==> src/sxi_map.vh <==
`ifndef SXI_MAP_VH
`define SXI_MAP_VH

// ----------------------------------------
// enumeration
// ----------------------------------------
`define SXI_ID_W 6
`define SXI_ID_RESET 6'h00
`define SXI_ID_MAX 6'h3F
`define SXI_RST_HOLD_MIN 2
`define SXI_MIN_ENUM_EDGES 20

// ----------------------------------------
// power management register
// ----------------------------------------
`define SXI_PM_ADDR 8'h03
`define SXI_PX_BIT 0
`define SXI_LOW_POWER_RESET 1'b1

// ----------------------------------------
// pattern load and width modes
// ----------------------------------------
`define SXI_COL_BITS 256
`define SXI_COL_BYTES 6'h20
`define SXI_WIDTH_X4 3'h2
`define SXI_WIDTH_X8 3'h3
`define SXI_WIDTH_X16 3'h4

`endif

==> src/sxi_serial_init.v <==
`timescale 1ns/1ns
// How it works
// - sample sideband inputs on falling serial clock
// - reset and chain sideband wires are low-true; serial clock is not inverted
// - reset sampled one loads reset values
// - chain output one, one cycle after reset
// - chain output zero one cycle after input
// - count release-to-chain-zero cycles into identifier
// - identifier 0..63 equals chain position
// - far-end chain input always reads zero
// - chain output feeds next device toward controller
// - reset places device in low power
// - directed accesses need matching identifier
// - each pattern byte shifts holding register eight
// - received words land in scrambled core order
// - commit writes sub-column chosen by width
// - broadcast write of exit bit leaves low power
`include "sxi_map.vh"

module sxi_serial_init (
  // clock and reset
  input wire CLK,
  input wire SRST,
  // serial sideband pins, reset and chain low-true on the wire
  input wire SCK,
  input wire RST_N,
  input wire CHAIN_INPUT_N,
  output reg CHAIN_OUTPUT_N,
  // enumeration and power status
  output reg [5:0] SERIAL_IDENTIFIER_FIELD,
  output reg SERIAL_IDENTIFIER_VALID,
  output reg LOW_POWER,
  // decoded serial requests
  input wire REQ_VALID,
  input wire REQ_BCAST,
  input wire REQ_WRITE,
  input wire [5:0] REQ_ID,
  input wire [7:0] REQ_ADDR,
  input wire [7:0] REQ_WDATA,
  output reg REQ_HIT,
  // pattern byte load
  input wire PATTERN_BYTE_LOAD_VALID,
  input wire [7:0] PATTERN_BYTE_LOAD_DATA,
  output reg PATTERN_COLUMN_FULL,
  // column commit
  input wire COMMIT_VALID,
  input wire [2:0] WIDTH_MODE,
  input wire [3:0] SUBCOLUMN_SELECT,
  output reg [15:0] CORE_WORD_WE,
  output reg [255:0] CORE_WORD_DATA
);

  // ----------------------------------------
  // enumeration states
  // ----------------------------------------
  localparam [1:0] ST_IDLE = 2'h0;
  localparam [1:0] ST_RESET = 2'h1;
  localparam [1:0] ST_COUNT = 2'h2;
  localparam [1:0] ST_DONE = 2'h3;

  // ----------------------------------------
  // pin synchronisers
  // ----------------------------------------
  wire [2:0] pin_raw;
  wire [2:0] pin_s;
  assign pin_raw = {SCK, RST_N, CHAIN_INPUT_N};

  genvar g;
  generate
    for (g = 0; g < 3; g = g + 1) begin : g_sync
      sxi_sync u_sync (
        .clk(CLK),
        .srst(SRST),
        .d_in(pin_raw[g]),
        .q_out(pin_s[g])
      );
    end
  endgenerate

  reg sck_d_r;
  wire sck_fall;
  wire rst_asserted;
  wire chain_in_asserted;
  // sck falling edge is the only sample point; wires inverted to logical ones
  assign sck_fall = sck_d_r & ~pin_s[2];
  assign rst_asserted = ~pin_s[1];
  assign chain_in_asserted = ~pin_s[0];

  always @(posedge CLK) begin
    if (SRST) begin
      sck_d_r <= 1'b0;
    end else begin
      sck_d_r <= pin_s[2];
    end
  end

  // ----------------------------------------
  // enumeration state machine
  // ----------------------------------------
  reg [1:0] state_r;
  reg rst_prev_r;
  reg chain_prev_r;
  reg chain_out_r;
  reg [5:0] cnt_r;
  reg [5:0] id_r;
  reg id_valid_r;
  reg low_power_r;
  reg pm_exit;

  always @(posedge CLK) begin
    if (SRST) begin
      state_r <= ST_IDLE;
      rst_prev_r <= 1'b0;
      chain_prev_r <= 1'b0;
      chain_out_r <= 1'b0;
      cnt_r <= 6'h00;
      id_r <= `SXI_ID_RESET;
      id_valid_r <= 1'b0;
      low_power_r <= `SXI_LOW_POWER_RESET;
    end else begin
      if (pm_exit)
        low_power_r <= 1'b0;
      if (sck_fall) begin
        rst_prev_r <= rst_asserted;
        chain_prev_r <= chain_in_asserted;
        // output lags what was sampled one edge earlier
        if (rst_prev_r)
          chain_out_r <= 1'b1;
        else if (state_r != ST_IDLE)
          chain_out_r <= chain_prev_r;
        if (rst_asserted) begin
          // reset wins over any pending exit request
          state_r <= ST_RESET;
          cnt_r <= 6'h00;
          id_r <= `SXI_ID_RESET;
          id_valid_r <= 1'b0;
          low_power_r <= `SXI_LOW_POWER_RESET;
        end else begin
          case (state_r)
            ST_IDLE: begin
              state_r <= ST_IDLE;
            end
            ST_RESET, ST_COUNT: begin
              // far-end device sees chain low on release edge: count 0
              if (!chain_in_asserted) begin
                id_r <= cnt_r;
                id_valid_r <= 1'b1;
                state_r <= ST_DONE;
              end else begin
                state_r <= ST_COUNT;
                if (cnt_r != `SXI_ID_MAX)
                  cnt_r <= cnt_r + 6'h01;
              end
            end
            ST_DONE: begin
              state_r <= ST_DONE;
            end
            default: begin
              state_r <= ST_IDLE;
            end
          endcase
        end
      end
    end
  end

  // ----------------------------------------
  // request decode and powerdown exit
  // ----------------------------------------
  reg hit;

  always @* begin
    hit = REQ_VALID & (REQ_BCAST | (id_valid_r & (REQ_ID == id_r)));
    pm_exit = hit & REQ_WRITE & (REQ_ADDR == `SXI_PM_ADDR) &
      REQ_WDATA[`SXI_PX_BIT];
  end

  // ----------------------------------------
  // pattern holding shifter
  // ----------------------------------------
  reg [255:0] hold_r;
  reg [5:0] byte_cnt_r;

  always @(posedge CLK) begin
    if (SRST) begin
      hold_r <= 256'h0;
      byte_cnt_r <= 6'h00;
    end else if (sck_fall && rst_asserted) begin
      byte_cnt_r <= 6'h00;
    end else if (PATTERN_BYTE_LOAD_VALID) begin
      hold_r <= {hold_r[247:0], PATTERN_BYTE_LOAD_DATA};
      if (byte_cnt_r != `SXI_COL_BYTES)
        byte_cnt_r <= byte_cnt_r + 6'h01;
    end
  end

  // received word n is oldest-first; bytes carry bits in interleaved order
  function integer core_of;
    input integer n;
    begin
      case (n)
        0: core_of = 15;
        1: core_of = 7;
        2: core_of = 11;
        3: core_of = 3;
        4: core_of = 13;
        5: core_of = 5;
        6: core_of = 9;
        7: core_of = 1;
        8: core_of = 0;
        9: core_of = 8;
        10: core_of = 4;
        11: core_of = 12;
        12: core_of = 2;
        13: core_of = 10;
        14: core_of = 6;
        default: core_of = 14;
      endcase
    end
  endfunction

  wire [255:0] core_col;
  genvar gn;
  genvar gi;
  generate
    for (gn = 0; gn < 16; gn = gn + 1) begin : g_word
      for (gi = 0; gi < 16; gi = gi + 1) begin : g_bit
        assign core_col[16 * core_of(gn) + 15 - 4 * (gi % 4) - gi / 4] =
          hold_r[255 - 16 * gn - gi];
      end
    end
  endgenerate

  // ----------------------------------------
  // sub-column commit
  // ----------------------------------------
  reg [15:0] we_mask;

  always @* begin
    case (WIDTH_MODE)
      `SXI_WIDTH_X16: we_mask = 16'hFFFF;
      `SXI_WIDTH_X8: we_mask = SUBCOLUMN_SELECT[3] ? 16'hFF00 : 16'h00FF;
      `SXI_WIDTH_X4: begin
        case (SUBCOLUMN_SELECT[3:2])
          2'h0: we_mask = 16'h000F;
          2'h1: we_mask = 16'h00F0;
          2'h2: we_mask = 16'h0F00;
          default: we_mask = 16'hF000;
        endcase
      end
      default: we_mask = 16'h0000;
    endcase
  end

  // ----------------------------------------
  // output registers
  // ----------------------------------------
  always @(posedge CLK) begin
    if (SRST) begin
      CHAIN_OUTPUT_N <= 1'b1;
      SERIAL_IDENTIFIER_FIELD <= `SXI_ID_RESET;
      SERIAL_IDENTIFIER_VALID <= 1'b0;
      LOW_POWER <= `SXI_LOW_POWER_RESET;
      REQ_HIT <= 1'b0;
      PATTERN_COLUMN_FULL <= 1'b0;
      CORE_WORD_WE <= 16'h0000;
      CORE_WORD_DATA <= 256'h0;
    end else begin
      CHAIN_OUTPUT_N <= ~chain_out_r;
      SERIAL_IDENTIFIER_FIELD <= id_r;
      SERIAL_IDENTIFIER_VALID <= id_valid_r;
      LOW_POWER <= low_power_r;
      REQ_HIT <= hit;
      PATTERN_COLUMN_FULL <= (byte_cnt_r == `SXI_COL_BYTES);
      CORE_WORD_WE <= COMMIT_VALID ? we_mask : 16'h0000;
      if (COMMIT_VALID)
        CORE_WORD_DATA <= core_col;
    end
  end

endmodule // sxi_serial_init

==> src/sxi_sync.v <==
`timescale 1ns/1ns
// two-flop synchroniser for one pin; first stage feeds only the second
module sxi_sync (
  // clock and reset
  input wire clk,
  input wire srst,
  // pin and synchronised level
  input wire d_in,
  output reg q_out
);

  reg meta_r;

  always @(posedge clk) begin
    if (srst) begin
      meta_r <= 1'b0;
      q_out <= 1'b0;
    end else begin
      meta_r <= d_in;
      q_out <= meta_r;
    end
  end

endmodule // sxi_sync

==> config.mk <==
export PLATFORM = sky130hd
export DESIGN_NAME = sxi_serial_init
export DESIGN_NICKNAME = d
export VERILOG_FILES = /design/src/sxi_serial_init.v /design/src/sxi_sync.v
export VERILOG_INCLUDE_DIRS = /design/src /design/src/src
export SDC_FILE = /design/constraint.sdc
export NUM_CORES = 1
export LEC_CHECK = 0
export BUFFER_PORTS_ARGS = -buffer_cell sky130_fd_sc_hd__buf_2
export CAP_MARGIN = 15
export CELL_PAD_IN_SITES_DETAIL_PLACEMENT = 0
export CELL_PAD_IN_SITES_GLOBAL_PLACEMENT = 1
export CORE_UTILIZATION = 44
export CTS_BUF_LIST = sky130_fd_sc_hd__clkbuf_4
export DETAILED_ROUTE_END_ITERATION = 8
export GPL_TIMING_DRIVEN = 0
export PLACE_DENSITY_LB_ADDON = 0.05
export SYNTH_ARGS = -nofsm -noshare
export SYNTH_HDL_FRONTEND = slang
export SYNTH_SLANG_ARGS = --single-unit
export TNS_END_PERCENT = 20
==> constraint.sdc <==
create_clock -name CLK -period 2.5 [get_ports CLK]
set_clock_uncertainty 0.1 [all_clocks]
set_input_delay 0.125 -clock CLK [delete_from_list [all_inputs] [get_ports CLK]]
set_output_delay 0.125 -clock CLK [all_outputs]
set_load 0.05 [all_outputs]
==> results of run 1 <==
## kinds of logic after synthesis
family	Yosys count	synth area share [%]
simple gates	855	17.1
flops	559	56.8
compound gates	297	7.94
mux	259	13.2
buf+inv	172	4.30
xor+xnor	10	0.444
fa+ha+maj	5	0.317
## metal layers
layer	share of wire (%)	vias to the layer above	global-route usage [%]
met5	0	-	0
met4	2.8	0	10.9
met3	6.9	87	8.42
met2	46	411	39.1
met1	44	7723	30.4
li1	-	8186	-
## Yosys cell counts, drive strengths merged (2+ instances only)
| library cell | count |
|---|---|
| dfxtp | 559 |
| nor2b | 19 |
| nor2 | 280 |
| or2 | 3 |
| nor4b | 2 |
| inv | 8 |
| ha | 5 |
| nor3b | 3 |
| a22oi | 6 |
| buf | 107 |
| xnor2 | 7 |
| xor2 | 3 |
| a22o | 6 |
| mux2i | 258 |
| nor3 | 3 |
| nand2b | 4 |
| a211oi | 2 |
| nand2 | 520 |
| nand4 | 4 |
| nor4 | 3 |
| clkbuf | 57 |
| nand3 | 6 |
| a31oi | 2 |
| o21ai | 9 |
| a21oi | 268 |
| or3 | 4 |
## worst min-delay path: stages
cell and delay (ns):
sky130_fd_sc_hd__buf_2 0.10, sky130_fd_sc_hd__nand4_1 0.11, sky130_fd_sc_hd__nor4_1 0.06, sky130_fd_sc_hd__dlygate4sd3_1 0.56, sky130_fd_sc_hd__nor3_1 0.16
## sequential cells by signal (all words and copies together), names as in the netlist
| register | cells |
|---|---|
| CHAIN_OUTPUT_N | 1 |
| CORE_WORD_DATA | 256 |
| CORE_WORD_WE | 4 |
| LOW_POWER | 1 |
| PATTERN_COLUMN_FULL | 1 |
| REQ_HIT | 1 |
| SERIAL_IDENTIFIER_FIELD | 6 |
| SERIAL_IDENTIFIER_VALID | 1 |
| byte_cnt_r | 6 |
| chain_out_r | 1 |
| chain_prev_r | 1 |
| cnt_r | 6 |
| g_sync.u_sync.meta_r | 3 |
| g_sync.u_sync.q_out | 3 |
| hold_r | 256 |
| id_r | 6 |
| id_valid_r | 1 |
| low_power_r | 1 |
| rst_prev_r | 1 |
| sck_d_r | 1 |
| state_r | 2 |
## cell type report
cell class	count	area share, %
multi-input cells	1426	31.6
flip-flops and latches	559	46.0
plain buffers	164	3.36
inverters	8	0.123
diodes	2	0.0206
repair buffers	372	8.75
well taps	592	3.04
clock buffers	223	6.88
clock inverters	17	0.262
## worst max path at each step
stage / start / to / slack (ns) / cells after the start
3_5_place_dp: SRST / CORE_WORD_DATA[228]$_SDFFE_PP0P_ / -0.12 / 5
4_1_cts: sck_d_r$_SDFF_PP0_ / low_power_r$_SDFF_PP1_ / 0.02 / 6
5_1_grt: WIDTH_MODE[1] / CORE_WORD_WE[3]$_SDFF_PP0_ / 0.12 / 8
2_1_floorplan: state_r[0]$_SDFFE_PP0P_ / cnt_r[5]$_SDFFE_PP0P_ / 0.76 / 6
6_report: WIDTH_MODE[1] / CORE_WORD_WE[3]$_SDFF_PP0_ / 0.12 / 8
3_3_place_gp: SRST / CORE_WORD_DATA[229]$_SDFFE_PP0P_ / -0.1 / 5
## metrics by stage
step	instances	setup TNS [ns]	utilization, %
after floorplan	2157	0	-
after global routing	3362	0	55.0
final	3363	0	55.0
after CTS	3361	0	55.0
after global placement	3068	-2.06	49.9
after detailed placement	3068	-5.16	49.9
## power by group
group          leakage (uW)  internal, uW  switching [uW]
Clock               0.00106          4000            3570
Sequential          0.00451          8940            26.1
Combinational       0.00508           285             598
Total                0.0106         13200            4190
## what timing repair did
item                       in CTS  in global routing
hold endpoints to repair      294                  0
hold buffers                   53                  0
resized for setup               0                  3
buffers inserted                0                  0
setup endpoints to repair       0                  4
==> results.env, run 1 <==
CRIT_PATH_FREQUENT_CELL='sky130_fd_sc_hd__dlygate4sd3_1'
CP_SLOWEST_CELL='sky130_fd_sc_hd__dlygate4sd3_1'
PRECTSSETUPSLACK_NS=-0.123
FLOORPLAN.IO_PINS=330
NUMBER_OF_BUFFERS_ADDED_ON_PORTS=319
TIMING.SLEW.HEADROOM_PCT=23.8
BIGGEST_CELL_DELAY_ALONG_THE_CRITICAL_PATH_NS=0.66
YS_SEQ_AREA_SHARE_PCT=56.8
STD_CELL_ROWS=77
NUM-FILL-CELLS=4214
CORE_SQ_UM=44200
POST_DRT_VIA_CELL_RATIO=4.88
SETUP.WORST_PATH.END_CLASS='flop'
MAX_FREQ_GHz=0.420
TOTAL_POWER_uW=17400
CRIT_CHAIN='dlygate4sd3_1 -> buf_2 -> dlygate4sd3_1 -> nor3b_2 -> dlygate4sd3_1 -> o21ai_0 -> dlygate4sd3_1 -> nor2_1'
SYNTH_AREA_SQ_UM=19700
OUTCOME='complete, no violations'
ANTENNA_FOUND_INITIAL=1
CTSHTREEMAXLEVEL=4
SYNTHFLOPTYPE='sky130_fd_sc_hd__dfxtp_1'
MOSTFREQUENTLAYOUTCELL='sky130_fd_sc_hd__dfxtp_1'
WIRE_LENGTH_OF_THE_FIRST_GLOBAL_ROUTING_PASS_MM=85.8
VIA_COUNT_OF_THE_FIRST_GLOBAL_ROUTING_PASS=15742
FP.DIEW_UM=214
FINAL_DESIGN_AREA_NO_FILL_SQ_UM=24300
CP.ARRIVAL_NS=3.13
SYN_AVG_CELL_AREA_SQ_UM=9.14
WORSTPATHREQUIRED_NS=3.25
POST_SYNTH_INST_COUNT=2157
SLEW_VIOL_FINAL=0
REGAREA_SQ_UM=11200
CTS_INSERTED_BUFFERS=148
ROUTEDWLPERCELL_UM=16.6
CRIT_BUF_INV=5
POST_SYNTH_NUM_CELL_TYPES=41
SETUP_SLACK_NS=0.121
TIMING.HOLD.WORST.START='REQ_WDATA[0]'
DRC=0
ANTENNA_VIOLATING_NETS_POST_ROUTE=0
RR_ENDPOINT='low_power_r$_SDFF_PP1_'
TIMING.FINAL.CRIT_SHARE_PCT=95.2
POST_SYNTH_MAIN_AREA_CONTRIBUTORS='sky130_fd_sc_hd__dfxtp_1, sky130_fd_sc_hd__mux2i_1, sky130_fd_sc_hd__nand2_1, sky130_fd_sc_hd__a21oi_1, sky130_fd_sc_hd__nor2_1'
CP_MAX_FO=3
DETAIL_ROUTE.WIRELENGTH_MM=55.9
DRV.MAX_CAP_VIOLATION_COUNT=0
DR_TOTAL_VIAS=16407
CRITICALPATHCATEGORY='primary input to flop'
RSZ0062_AT_GRT='no'
HOLDWS_NS=0.139
FP.DIEAREA_SQ_UM=45600
EFFECTIVE_UTILIZATION_AT_FLOORPLAN_PCT=44.6
HOLD_VIOL_FINAL=0
TIMING.HOLD.WORST_PATH_DEPTH=5
POSTSYNTHNETCOUNT=2209
SYNTH_EDF_COUNT=0
REGTOREGSTARTPOINT='sck_d_r$_SDFF_PP0_'
DETAIL_ROUTE.FIRST_PASS.ITERATIONS=5
DP_HPWL_MM=39.7
POWER.DENSITY_CELL_AREA_nW_PER_UM2=716
WORST_PATH_DOMINANT_CELL_FAMILY='buffers and inverters'
SYNTHDOMINANTAREACELLTYPE='sky130_fd_sc_hd__dfxtp_1'
TIMING.FINAL.SETUP_VIOLATIONS=0
FP.DIEH_UM=214
CELLLEAKAGEPOWER_uW=0.0106
SYNTH-SEQ-CELLS=559
TIMING.CRITICAL_PATH.FROM_TYPE='primary input'
WORSTHOLDPATHTYPE='primary input to flop'
PERIOD_NEEDED_NS=2.38
POST_ROUTE_CELLS_DRIVE_ABOVE_1_SHARE_PCT=23.7
WORSTMARGINPINSLEW_NS=1.14
WORST_HOLD_PATH.ENDPOINT='low_power_r$_SDFF_PP1_'
MULTI_INPUT_AREA_SQ_UM=7680
REG2REG_SLACK_NS=0.30
DETAILED_ROUTE_ITER0_VIOLATIONS=737
CLKSINKCOUNT=559
WORSTSKEWPAIRLATENCY_NS=0.94
SYNTH-ASYNC-RESET-RATIO_PCT=0
WORST_IR_DROP_VDD_mV=0.387
CTS_TREE='yes'
PLACED_AREA_SQ_UM=22000
AREAGROWTHSYNTHTOFINISH_PCT=23.5
SYNTH_TOP_AREA_SHARE_PCT=56.8
PIN_COUNT_OF_THE_BIGGEST_NET_ENTERING_GLOBAL_ROUTING=17
CLK_PIN_SLEW_WORST_PATHS_NS=0.06
ROUTABILITYCONGESTION=0.811
FIN_NETS=2731
GRT_REMAINING_OVERFLOW=0
LAYOUT.CELLS.MOST_COMMON_LIST='sky130_fd_sc_hd__dfxtp_1, sky130_fd_sc_hd__nand2_1, sky130_fd_sc_hd__buf_2'
WORSTREGTOREGCELLS=6
GR_USAGE_TOTAL_PCT=24.7
CLOCK_PATH_BUFFERS=3
YOSYSWARNINGCOUNT=0
CTSROOTBUFFERMASTER='sky130_fd_sc_hd__clkbuf_4'
Note: power is estimated with default switching activity, not from simulation.
==> run 2, diff against run 1 <==
CELL_PAD_IN_SITES_DETAIL_PLACEMENT = not set   (was 0)
CELL_PAD_IN_SITES_GLOBAL_PLACEMENT = not set   (was 1)
CORE_UTILIZATION = 58   (was 44)
==> run 2 against run 1 <==
Hold slack better by 0.086 ns. Design area is 1.4% lower. Wire length is 6.9% lower. Critical endpoint is now CORE_WORD_WE[14]$_SDFF_PP0_. Largest power group unchanged.
==> results.env, run 2 (synthesized netlist as in run 1, its figures left out) <==
ROUTEDWLPERCELL_UM=16.3  # was 16.6 um
CLOCK_PATH_BUFFERS=3  # unchanged
DETAIL_ROUTE.FIRST_PASS.ITERATIONS=5  # unchanged
CLKSINKCOUNT=559  # unchanged
RSZ0062_AT_GRT='no'  # unchanged
WORSTSKEWPAIRLATENCY_NS=0.81  # was 0.94 ns
POST_DRT_VIA_CELL_RATIO=5.19  # was 4.88
OUTCOME='complete, no violations'  # unchanged
COMB_POWER_SHARE_PCT=5.0  # was 5.1%
WIRE_LENGTH_OF_THE_FIRST_GLOBAL_ROUTING_PASS_MM=82.2  # was 85.8 mm
FP.DIEH_UM=186  # was 214 um
AREAGROWTHSYNTHTOFINISH_PCT=21.8  # was 23.5%
GRT_REMAINING_OVERFLOW=0  # unchanged
FINAL_DESIGN_AREA_NO_FILL_SQ_UM=24000  # was 24300 sq um
ROUTABILITYCONGESTION=0.843  # was 0.811
CTS_INSERTED_BUFFERS=140  # was 148
CTSROOTBUFFERMASTER='sky130_fd_sc_hd__clkbuf_4'  # unchanged
CP_MAX_FO=3  # unchanged
EFFECTIVE_UTILIZATION_AT_FLOORPLAN_PCT=58.9  # was 44.6%
HOLD_VIOL_FINAL=0  # unchanged
FLOORPLAN.IO_PINS=330  # unchanged
FIN_NETS=2717  # was 2731
NETSWITCHINGFRACTION_PCT=23.5  # was 24.1%
TIMING.FINAL.CRIT_SHARE_PCT=99.2  # was 95.2%
WORST_IR_DROP_VDD_mV=0.471  # was 0.387 mV
SHARE_CLK_OF_TOTAL_POWER_PCT=42.5  # was 43.5%
DR_TOTAL_VIAS=16590  # was 16.4k
DETAIL_ROUTE.WIRELENGTH_MM=52.1  # was 55.9 mm
VIA_COUNT_OF_THE_FIRST_GLOBAL_ROUTING_PASS=16038  # was 15.7k
CRITICALPATHCATEGORY='primary input to flop'  # unchanged
FIN_SETUP_TNS_NS=0  # unchanged
MAX_FREQ_GHz=0.403  # was 0.420 GHz
HOLDWS_NS=0.226  # was 0.139 ns
PRECTSSETUPSLACK_NS=-0.0951  # was -0.123 ns
POWER.DENSITY_CELL_AREA_nW_PER_UM2=712  # was 716 nW/um^2
WORSTPATHREQUIRED_NS=3.07  # was 3.25 ns
LARGEST_REGISTERS='CORE_WORD_DATA x256, hold_r x256'  # unchanged
CTS_TREE='yes'  # unchanged
PERIOD_NEEDED_NS=2.48  # was 2.38 ns
NUMBER_OF_BUFFERS_ADDED_ON_PORTS=319  # unchanged
POST_ROUTE_CELLS_DRIVE_ABOVE_1_SHARE_PCT=23.4  # was 23.7%
CORE_SQ_UM=33400  # was 44200 sq um
POWER.NET_SWITCHING_uW=4010  # was 4190 uW
DETAILED_ROUTE_ITER0_VIOLATIONS=874  # was 737
MOSTFREQUENTLAYOUTCELL='sky130_fd_sc_hd__dfxtp_1'  # unchanged
CRIT_PATH_FREQUENT_CELL='sky130_fd_sc_hd__dlygate4sd3_1'  # unchanged
CRIT_BUF_INV=5  # unchanged
DRV.MAX_CAP_VIOLATION_COUNT=0  # unchanged
FP.DIEW_UM=186  # was 214 um
BIGGEST_CELL_DELAY_ALONG_THE_CRITICAL_PATH_NS=0.58  # was 0.66 ns
STD_CELL_ROWS=67  # was 77
DRC=0  # unchanged
SLEW_VIOL_FINAL=0  # unchanged
CTSHTREEMAXLEVEL=4  # unchanged
CLK_PIN_SLEW_WORST_PATHS_NS=0.06  # about the same
CELLLEAKAGEPOWER_uW=0.0106  # about the same
FINISH.UTILIZATION_PCT=71.8  # was 55.0%
CP.ARRIVAL_NS=3.05  # was 3.13 ns
CRIT_CHAIN='dlygate4sd3_1 -> buf_2 -> or2_2 -> dlygate4sd3_1 -> a31oi_1 -> dlygate4sd3_1 -> nor2_1 -> dlygate4sd3_1'  # was dlygate4sd3_1 -> buf_2 -> dlygate4sd3_1 -> nor3b_2 -> dlygate4sd3_1 -> o21ai_0 -> dlygate4sd3_1 -> nor2_1
LAYOUT.CELLS.MOST_COMMON_LIST='sky130_fd_sc_hd__dfxtp_1, sky130_fd_sc_hd__nand2_1, sky130_fd_sc_hd__buf_2'  # unchanged
INTERNAL_POWER_uW=13100  # was 13200 uW
TIMING.SLEW.HEADROOM_PCT=33.1  # was 23.8%
WORSTHOLDPATHTYPE='primary input to flop'  # unchanged
DP_HPWL_MM=36.7  # was 39.7 mm
ANTENNA_VIOLATING_NETS_POST_ROUTE=0  # unchanged
WORSTMARGINPINSLEW_NS=1.00  # was 1.14 ns
GR_USAGE_TOTAL_PCT=29.6  # was 24.7%
PIN_COUNT_OF_THE_BIGGEST_NET_ENTERING_GLOBAL_ROUTING=17  # unchanged
ANTENNA_FOUND_INITIAL=1  # unchanged
CP_SLOWEST_CELL='sky130_fd_sc_hd__dlygate4sd3_1'  # unchanged
FP.DIEAREA_SQ_UM=34700  # was 45600 sq um
TIMING.FINAL.SETUP_VIOLATIONS=0  # unchanged
POST-CTS-SETUP-BUFFER-COUNT=0  # unchanged
SETUP.WORST_PATH.END_CLASS='flop'  # unchanged
WORST_PATH_DOMINANT_CELL_FAMILY='buffers and inverters'  # unchanged
P_SEQ_SHARE_PCT=52.4  # was 51.5%
PLACED_AREA_SQ_UM=21900  # was 22000 sq um
TIMING.CRITICAL_PATH.FROM_TYPE='primary input'  # unchanged
SETUP_SLACK_NS=0.0198  # was 0.121 ns
[run 2: metrics by stage]
stage / instances / power, uW
floorplan: 2157 / 9720
global placement: 2924 / 9950
detailed placement: 2924 / 9970
CTS: 3194 / 17300
global route: 3195 / 17800
finish: 3195 / 17100
[run 2: final cells by class]
| cell class | count | area (sq um) |
|---|---|---|
| diodes | 1 | 2.50 |
| plain buffers | 164 | 818 |
| clock buffers | 202 | 1520 |
| clock inverters | 21 | 134 |
| fillers | 2753 | 9450 |
| inverters | 8 | 30.0 |
| multi-input cells | 1426 | 7680 |
| flip-flops and latches | 559 | 11200 |
| well taps | 448 | 561 |
| repair buffers | 366 | 2070 |
[run 2: worst register-to-register path, stage by stage, from the launching register on]
cell and delay [ns]:
sky130_fd_sc_hd__dfxtp_1 0.35, sky130_fd_sc_hd__nor3b_2 0.37, sky130_fd_sc_hd__or2_2 0.18, sky130_fd_sc_hd__clkbuf_1 0.27
sky130_fd_sc_hd__nor4_1 0.09, sky130_fd_sc_hd__dlygate4sd3_1 0.57, sky130_fd_sc_hd__nor3_1 0.18
[run 2: worst paths after layout]
| kind | slack [ns] | cells after the start | from | to |
|---|---|---|---|---|
| worst max-delay path | 0.02 | 8 | WIDTH_MODE[0] | CORE_WORD_WE[14]$_SDFF_PP0_ |
| worst min-delay path | 0.23 | 5 | PATTERN_BYTE_LOAD_VALID | byte_cnt_r[4]$_SDFFE_PP0P_ |
| worst max register to register | 0.31 | 6 | sck_d_r$_SDFF_PP0_ | low_power_r$_SDFF_PP1_ |
| worst min register to register | 0.31 | 1 | chain_out_r$_SDFFE_PP0P_ | CHAIN_OUTPUT_N$_SDFF_PP1_ |
[run 2: routing by layer]
layer  up-vias  GRT usage, %  wire (um)
met3       100          7.97       3480
li1       8156             -          -
met1      7802          36.6      22400
met5         -             0          0
met4         0          14.8       1940
met2       532          47.8      24200
[run 2: timing repair]
item / in CTS / in global routing
setup endpoints to repair: 0 / 2
hold buffers: 47 / 0
hold endpoints to repair: 53 / 0
gates resized for setup: 0 / 2
[run 2: power groups by stage]
stage          clock network, uW  registers, uW  logic [uW]
6_report                    7270           8970         862
2_1_floorplan                  0           9190         532
4_1_cts                     7430           8960         853
5_1_grt                     7920           8960         927
3_5_place_dp                   0           9160         801
3_3_place_gp                   0           9160         790
==> run 3, diff against run 2 <==
CORE_UTILIZATION = 50   (was 58)
==> run 3 against run 2 <==
Hold slack better by 0.031 ns. Register-to-register slack better by 0.08 ns. Sequential power about the same. Flip-flop and latch count unchanged. Sequential share of layout area down 0.26 points. Critical path type unchanged. Critical endpoint is now CORE_WORD_WE[3]$_SDFF_PP0_. Largest power group unchanged.
==> results.env, run 3 (synthesized netlist as in run 1, its figures left out) <==
OUTCOME='complete, no violations'  # unchanged
REG2REG_SLACK_NS=0.39  # was 0.31 ns
P_SEQ_SHARE_PCT=52.0  # was 52.4%
DRC=0  # unchanged
FIN_NETS=2722  # was 2717
TIMING.HOLD.WORST.START='PATTERN_BYTE_LOAD_VALID'  # unchanged
LAYOUT.CELLS.MOST_COMMON_LIST='sky130_fd_sc_hd__dfxtp_1, sky130_fd_sc_hd__nand2_1, sky130_fd_sc_hd__buf_2'  # unchanged
ROUTABILITYCONGESTION=0.840  # was 0.843
DRV.MAX_CAP_VIOLATION_COUNT=0  # unchanged
FIN_SETUP_TNS_NS=0  # unchanged
CLOCK_PATH_BUFFERS=3  # unchanged
CRIT_PATH_FREQUENT_CELL='sky130_fd_sc_hd__dlygate4sd3_1'  # unchanged
CRIT_CHAIN='dlygate4sd3_1 -> buf_2 -> nor3b_1 -> dlygate4sd3_1 -> a21oi_1 -> dlygate4sd3_1 -> nor2_1 -> dlygate4sd3_1'  # was dlygate4sd3_1 -> buf_2 -> or2_2 -> dlygate4sd3_1 -> a31oi_1 -> dlygate4sd3_1 -> nor2_1 -> dlygate4sd3_1
HOLD_VIOL_FINAL=0  # unchanged
TIMING.FINAL.CRIT_SHARE_PCT=98.1  # was 99.2%
CRITICALPATHCATEGORY='primary input to flop'  # unchanged
WORSTMARGINPINSLEW_NS=1.01  # was 1.00 ns
SETUP.WORST_PATH.END_CLASS='flop'  # unchanged
PIN_COUNT_OF_THE_BIGGEST_NET_ENTERING_GLOBAL_ROUTING=17  # unchanged
NUMBER_OF_BUFFERS_ADDED_ON_PORTS=319  # unchanged
CTS_TREE='yes'  # unchanged
TOTAL_POWER_uW=17300  # was 17100 uW
WORST_IR_DROP_VDD_mV=0.344  # was 0.471 mV
BIGGEST_CELL_DELAY_ALONG_THE_CRITICAL_PATH_NS=0.66  # was 0.58 ns
FP.DIEW_UM=201  # was 186 um
TIMING.SLEW.HEADROOM_PCT=32.4  # was 33.1%
REGTOREGSTARTPOINT='g_sync[1].u_sync.q_out$_SDFF_PP0_'  # was sck_d_r$_SDFF_PP0_
FP.DIEH_UM=201  # was 186 um
PERIOD_NEEDED_NS=2.45  # was 2.48 ns
CTS_INSERTED_BUFFERS=145  # was 140
TIMING.FINAL.SETUP_VIOLATIONS=0  # unchanged
POST_DRT_VIA_CELL_RATIO=5.00  # was 5.19
CRIT_PATH_TO='CORE_WORD_WE[3]$_SDFF_PP0_'  # was CORE_WORD_WE[14]$_SDFF_PP0_
GR_USAGE_TOTAL_PCT=26.5  # was 29.6%
TIMING.CRITICAL_PATH.FROM_TYPE='primary input'  # unchanged
CTSROOTBUFFERMASTER='sky130_fd_sc_hd__clkbuf_4'  # unchanged
INTERNAL_POWER_uW=13200  # was 13100 uW
DETAILED_ROUTE_ITER0_VIOLATIONS=713  # was 874
WORSTREGTOREGCELLS=6  # unchanged
VIA_COUNT_OF_THE_FIRST_GLOBAL_ROUTING_PASS=15806  # was 16.0k
WORSTSKEWPAIRLATENCY_NS=0.81  # about the same
EFFECTIVE_UTILIZATION_AT_FLOORPLAN_PCT=50.9  # was 58.9%
POWER.NET_SWITCHING_uW=4070  # was 4010 uW
CP_MAX_FO=3  # unchanged
SLEW_VIOL_FINAL=0  # unchanged
RSZ0062_AT_GRT='no'  # unchanged
CP.ARRIVAL_NS=3.08  # was 3.05 ns
ANTENNA_FOUND_INITIAL=2  # was 1
WIRE_LENGTH_OF_THE_FIRST_GLOBAL_ROUTING_PASS_MM=84.4  # was 82.2 mm
POWER.DENSITY_CELL_AREA_nW_PER_UM2=715  # was 712 nW/um^2
CLKSINKCOUNT=559  # unchanged
ANTENNA_VIOLATING_NETS_POST_ROUTE=0  # unchanged
SHARE_CLK_OF_TOTAL_POWER_PCT=43.0  # was 42.5%
DETAIL_ROUTE.FIRST_PASS.ITERATIONS=5  # unchanged
MAX_FREQ_GHz=0.408  # was 0.403 GHz
WORSTPATHREQUIRED_NS=3.13  # was 3.07 ns
ROUTEDWLPERCELL_UM=16.4  # was 16.3 um
WORSTHOLDPATHTYPE='primary input to flop'  # unchanged
PLACED_AREA_SQ_UM=22000  # was 21900 sq um
CP_SLOWEST_CELL='sky130_fd_sc_hd__dlygate4sd3_1'  # unchanged
RR_ENDPOINT='low_power_r$_SDFF_PP1_'  # unchanged
DR_TOTAL_VIAS=16359  # was 16.6k
AREAGROWTHSYNTHTOFINISH_PCT=22.5  # was 21.8%
DP_HPWL_MM=37.8  # was 36.7 mm
CTSHTREEMAXLEVEL=4  # unchanged
LARGEST_REGISTERS='CORE_WORD_DATA x256, hold_r x256'  # unchanged
FP.DIEAREA_SQ_UM=40200  # was 34700 sq um
CORE_SQ_UM=38700  # was 33400 sq um
FINAL_DESIGN_AREA_NO_FILL_SQ_UM=24100  # was 24000 sq um
POST-CTS-SETUP-BUFFER-COUNT=0  # unchanged
CELLLEAKAGEPOWER_uW=0.0106  # about the same
SETUP.WORST_PATH.START='WIDTH_MODE[1]'  # was WIDTH_MODE[0]
NETSWITCHINGFRACTION_PCT=23.6  # was 23.5%
GRT_REMAINING_OVERFLOW=0  # unchanged
CLK_PIN_SLEW_WORST_PATHS_NS=0.06  # about the same
DETAIL_ROUTE.WIRELENGTH_MM=53.6  # was 52.1 mm
STD_CELL_ROWS=72  # was 67
FLOORPLAN.IO_PINS=330  # unchanged
POST_ROUTE_CELLS_DRIVE_ABOVE_1_SHARE_PCT=23.8  # was 23.4%
MOSTFREQUENTLAYOUTCELL='sky130_fd_sc_hd__dfxtp_1'  # unchanged
COMB_POWER_SHARE_PCT=5.0  # about the same
==> run 3: layout make-up <==
| cell class | instances | area, sq um |
|---|---|---|
| antenna | 1 | 2.50 |
| buffer | 164 | 818 |
| clock buffer | 222 | 1670 |
| clock inverter | 10 | 37.5 |
| fill | 3459 | 14600 |
| inverter | 8 | 30.0 |
| multi-input combinational | 1426 | 7670 |
| sequential | 559 | 11200 |
| tap | 518 | 648 |
| timing repair buffer | 366 | 2070 |
==> run 3: how the worst min path moves through the flow <==
stage / endpoint / slack, ns / depth (start not counted)
3_3_place_gp: g_sync[1].u_sync.meta_r$_SDFF_PP0_ / 0.23 / 2
5_1_grt: byte_cnt_r[4]$_SDFFE_PP0P_ / 0.23 / 5
4_1_cts: byte_cnt_r[2]$_SDFFE_PP0P_ / 0.17 / 5
6_report: byte_cnt_r[2]$_SDFFE_PP0P_ / 0.26 / 5
3_5_place_dp: g_sync[1].u_sync.meta_r$_SDFF_PP0_ / 0.24 / 2
2_1_floorplan: g_sync[0].u_sync.meta_r$_SDFF_PP0_ / 0.15 / 1
==> run 3: per-stage QoR <==
| step | utilization, % | setup slack, ns | instances | hold slack, ns |
|---|---|---|---|---|
| after floorplan | - | 0.756 | 2157 | 0.153 |
| after global placement | 56.7 | -0.120 | 2994 | 0.233 |
| after detailed placement | 56.7 | -0.149 | 2994 | 0.241 |
| after CTS | 62.3 | 0.169 | 3273 | 0.166 |
| after global routing | 62.3 | 0.00429 | 3274 | 0.230 |
| final | 62.3 | 0.0475 | 3274 | 0.257 |
==> run 3: worst max-delay path, delay by kind of cell <==
| kind | cells | cell delay [ns] |
|---|---|---|
| and+or+nand+nor | 2 | 0.43 |
| buffers and inverters | 5 | 2.48 |
| AOI/OAI and AO/OA | 1 | 0.06 |
==> run 3: timing repair <==
action | in CTS | in global routing
resized for setup | 0 | 1
endpoints found under the hold margin | 49 | 0
setup endpoints to repair | 0 | 1
hold buffers | 47 | 0
==> run 3: routing by layer <==
metal | up-vias | part of all wire (%) | global-route usage [%]
li1 | 8147 | - | -
met1 | 7662 | 45 | 34.3
met2 | 463 | 46 | 42.2
met3 | 87 | 6.3 | 6.31
met4 | 0 | 2.8 | 11.3
met5 | - | 0 | 0
==> run 3: power groups by stage <==
| stage | Clock, uW | Sequential [uW] | Combinational (uW) |
|---|---|---|---|
| CTS | 7610 | 8960 | 868 |
| floorplan | 0 | 9190 | 532 |
| finish | 7420 | 8970 | 871 |
| detailed placement | 0 | 9160 | 815 |
| global placement | 0 | 9160 | 807 |
| global route | 8110 | 8960 | 942 |
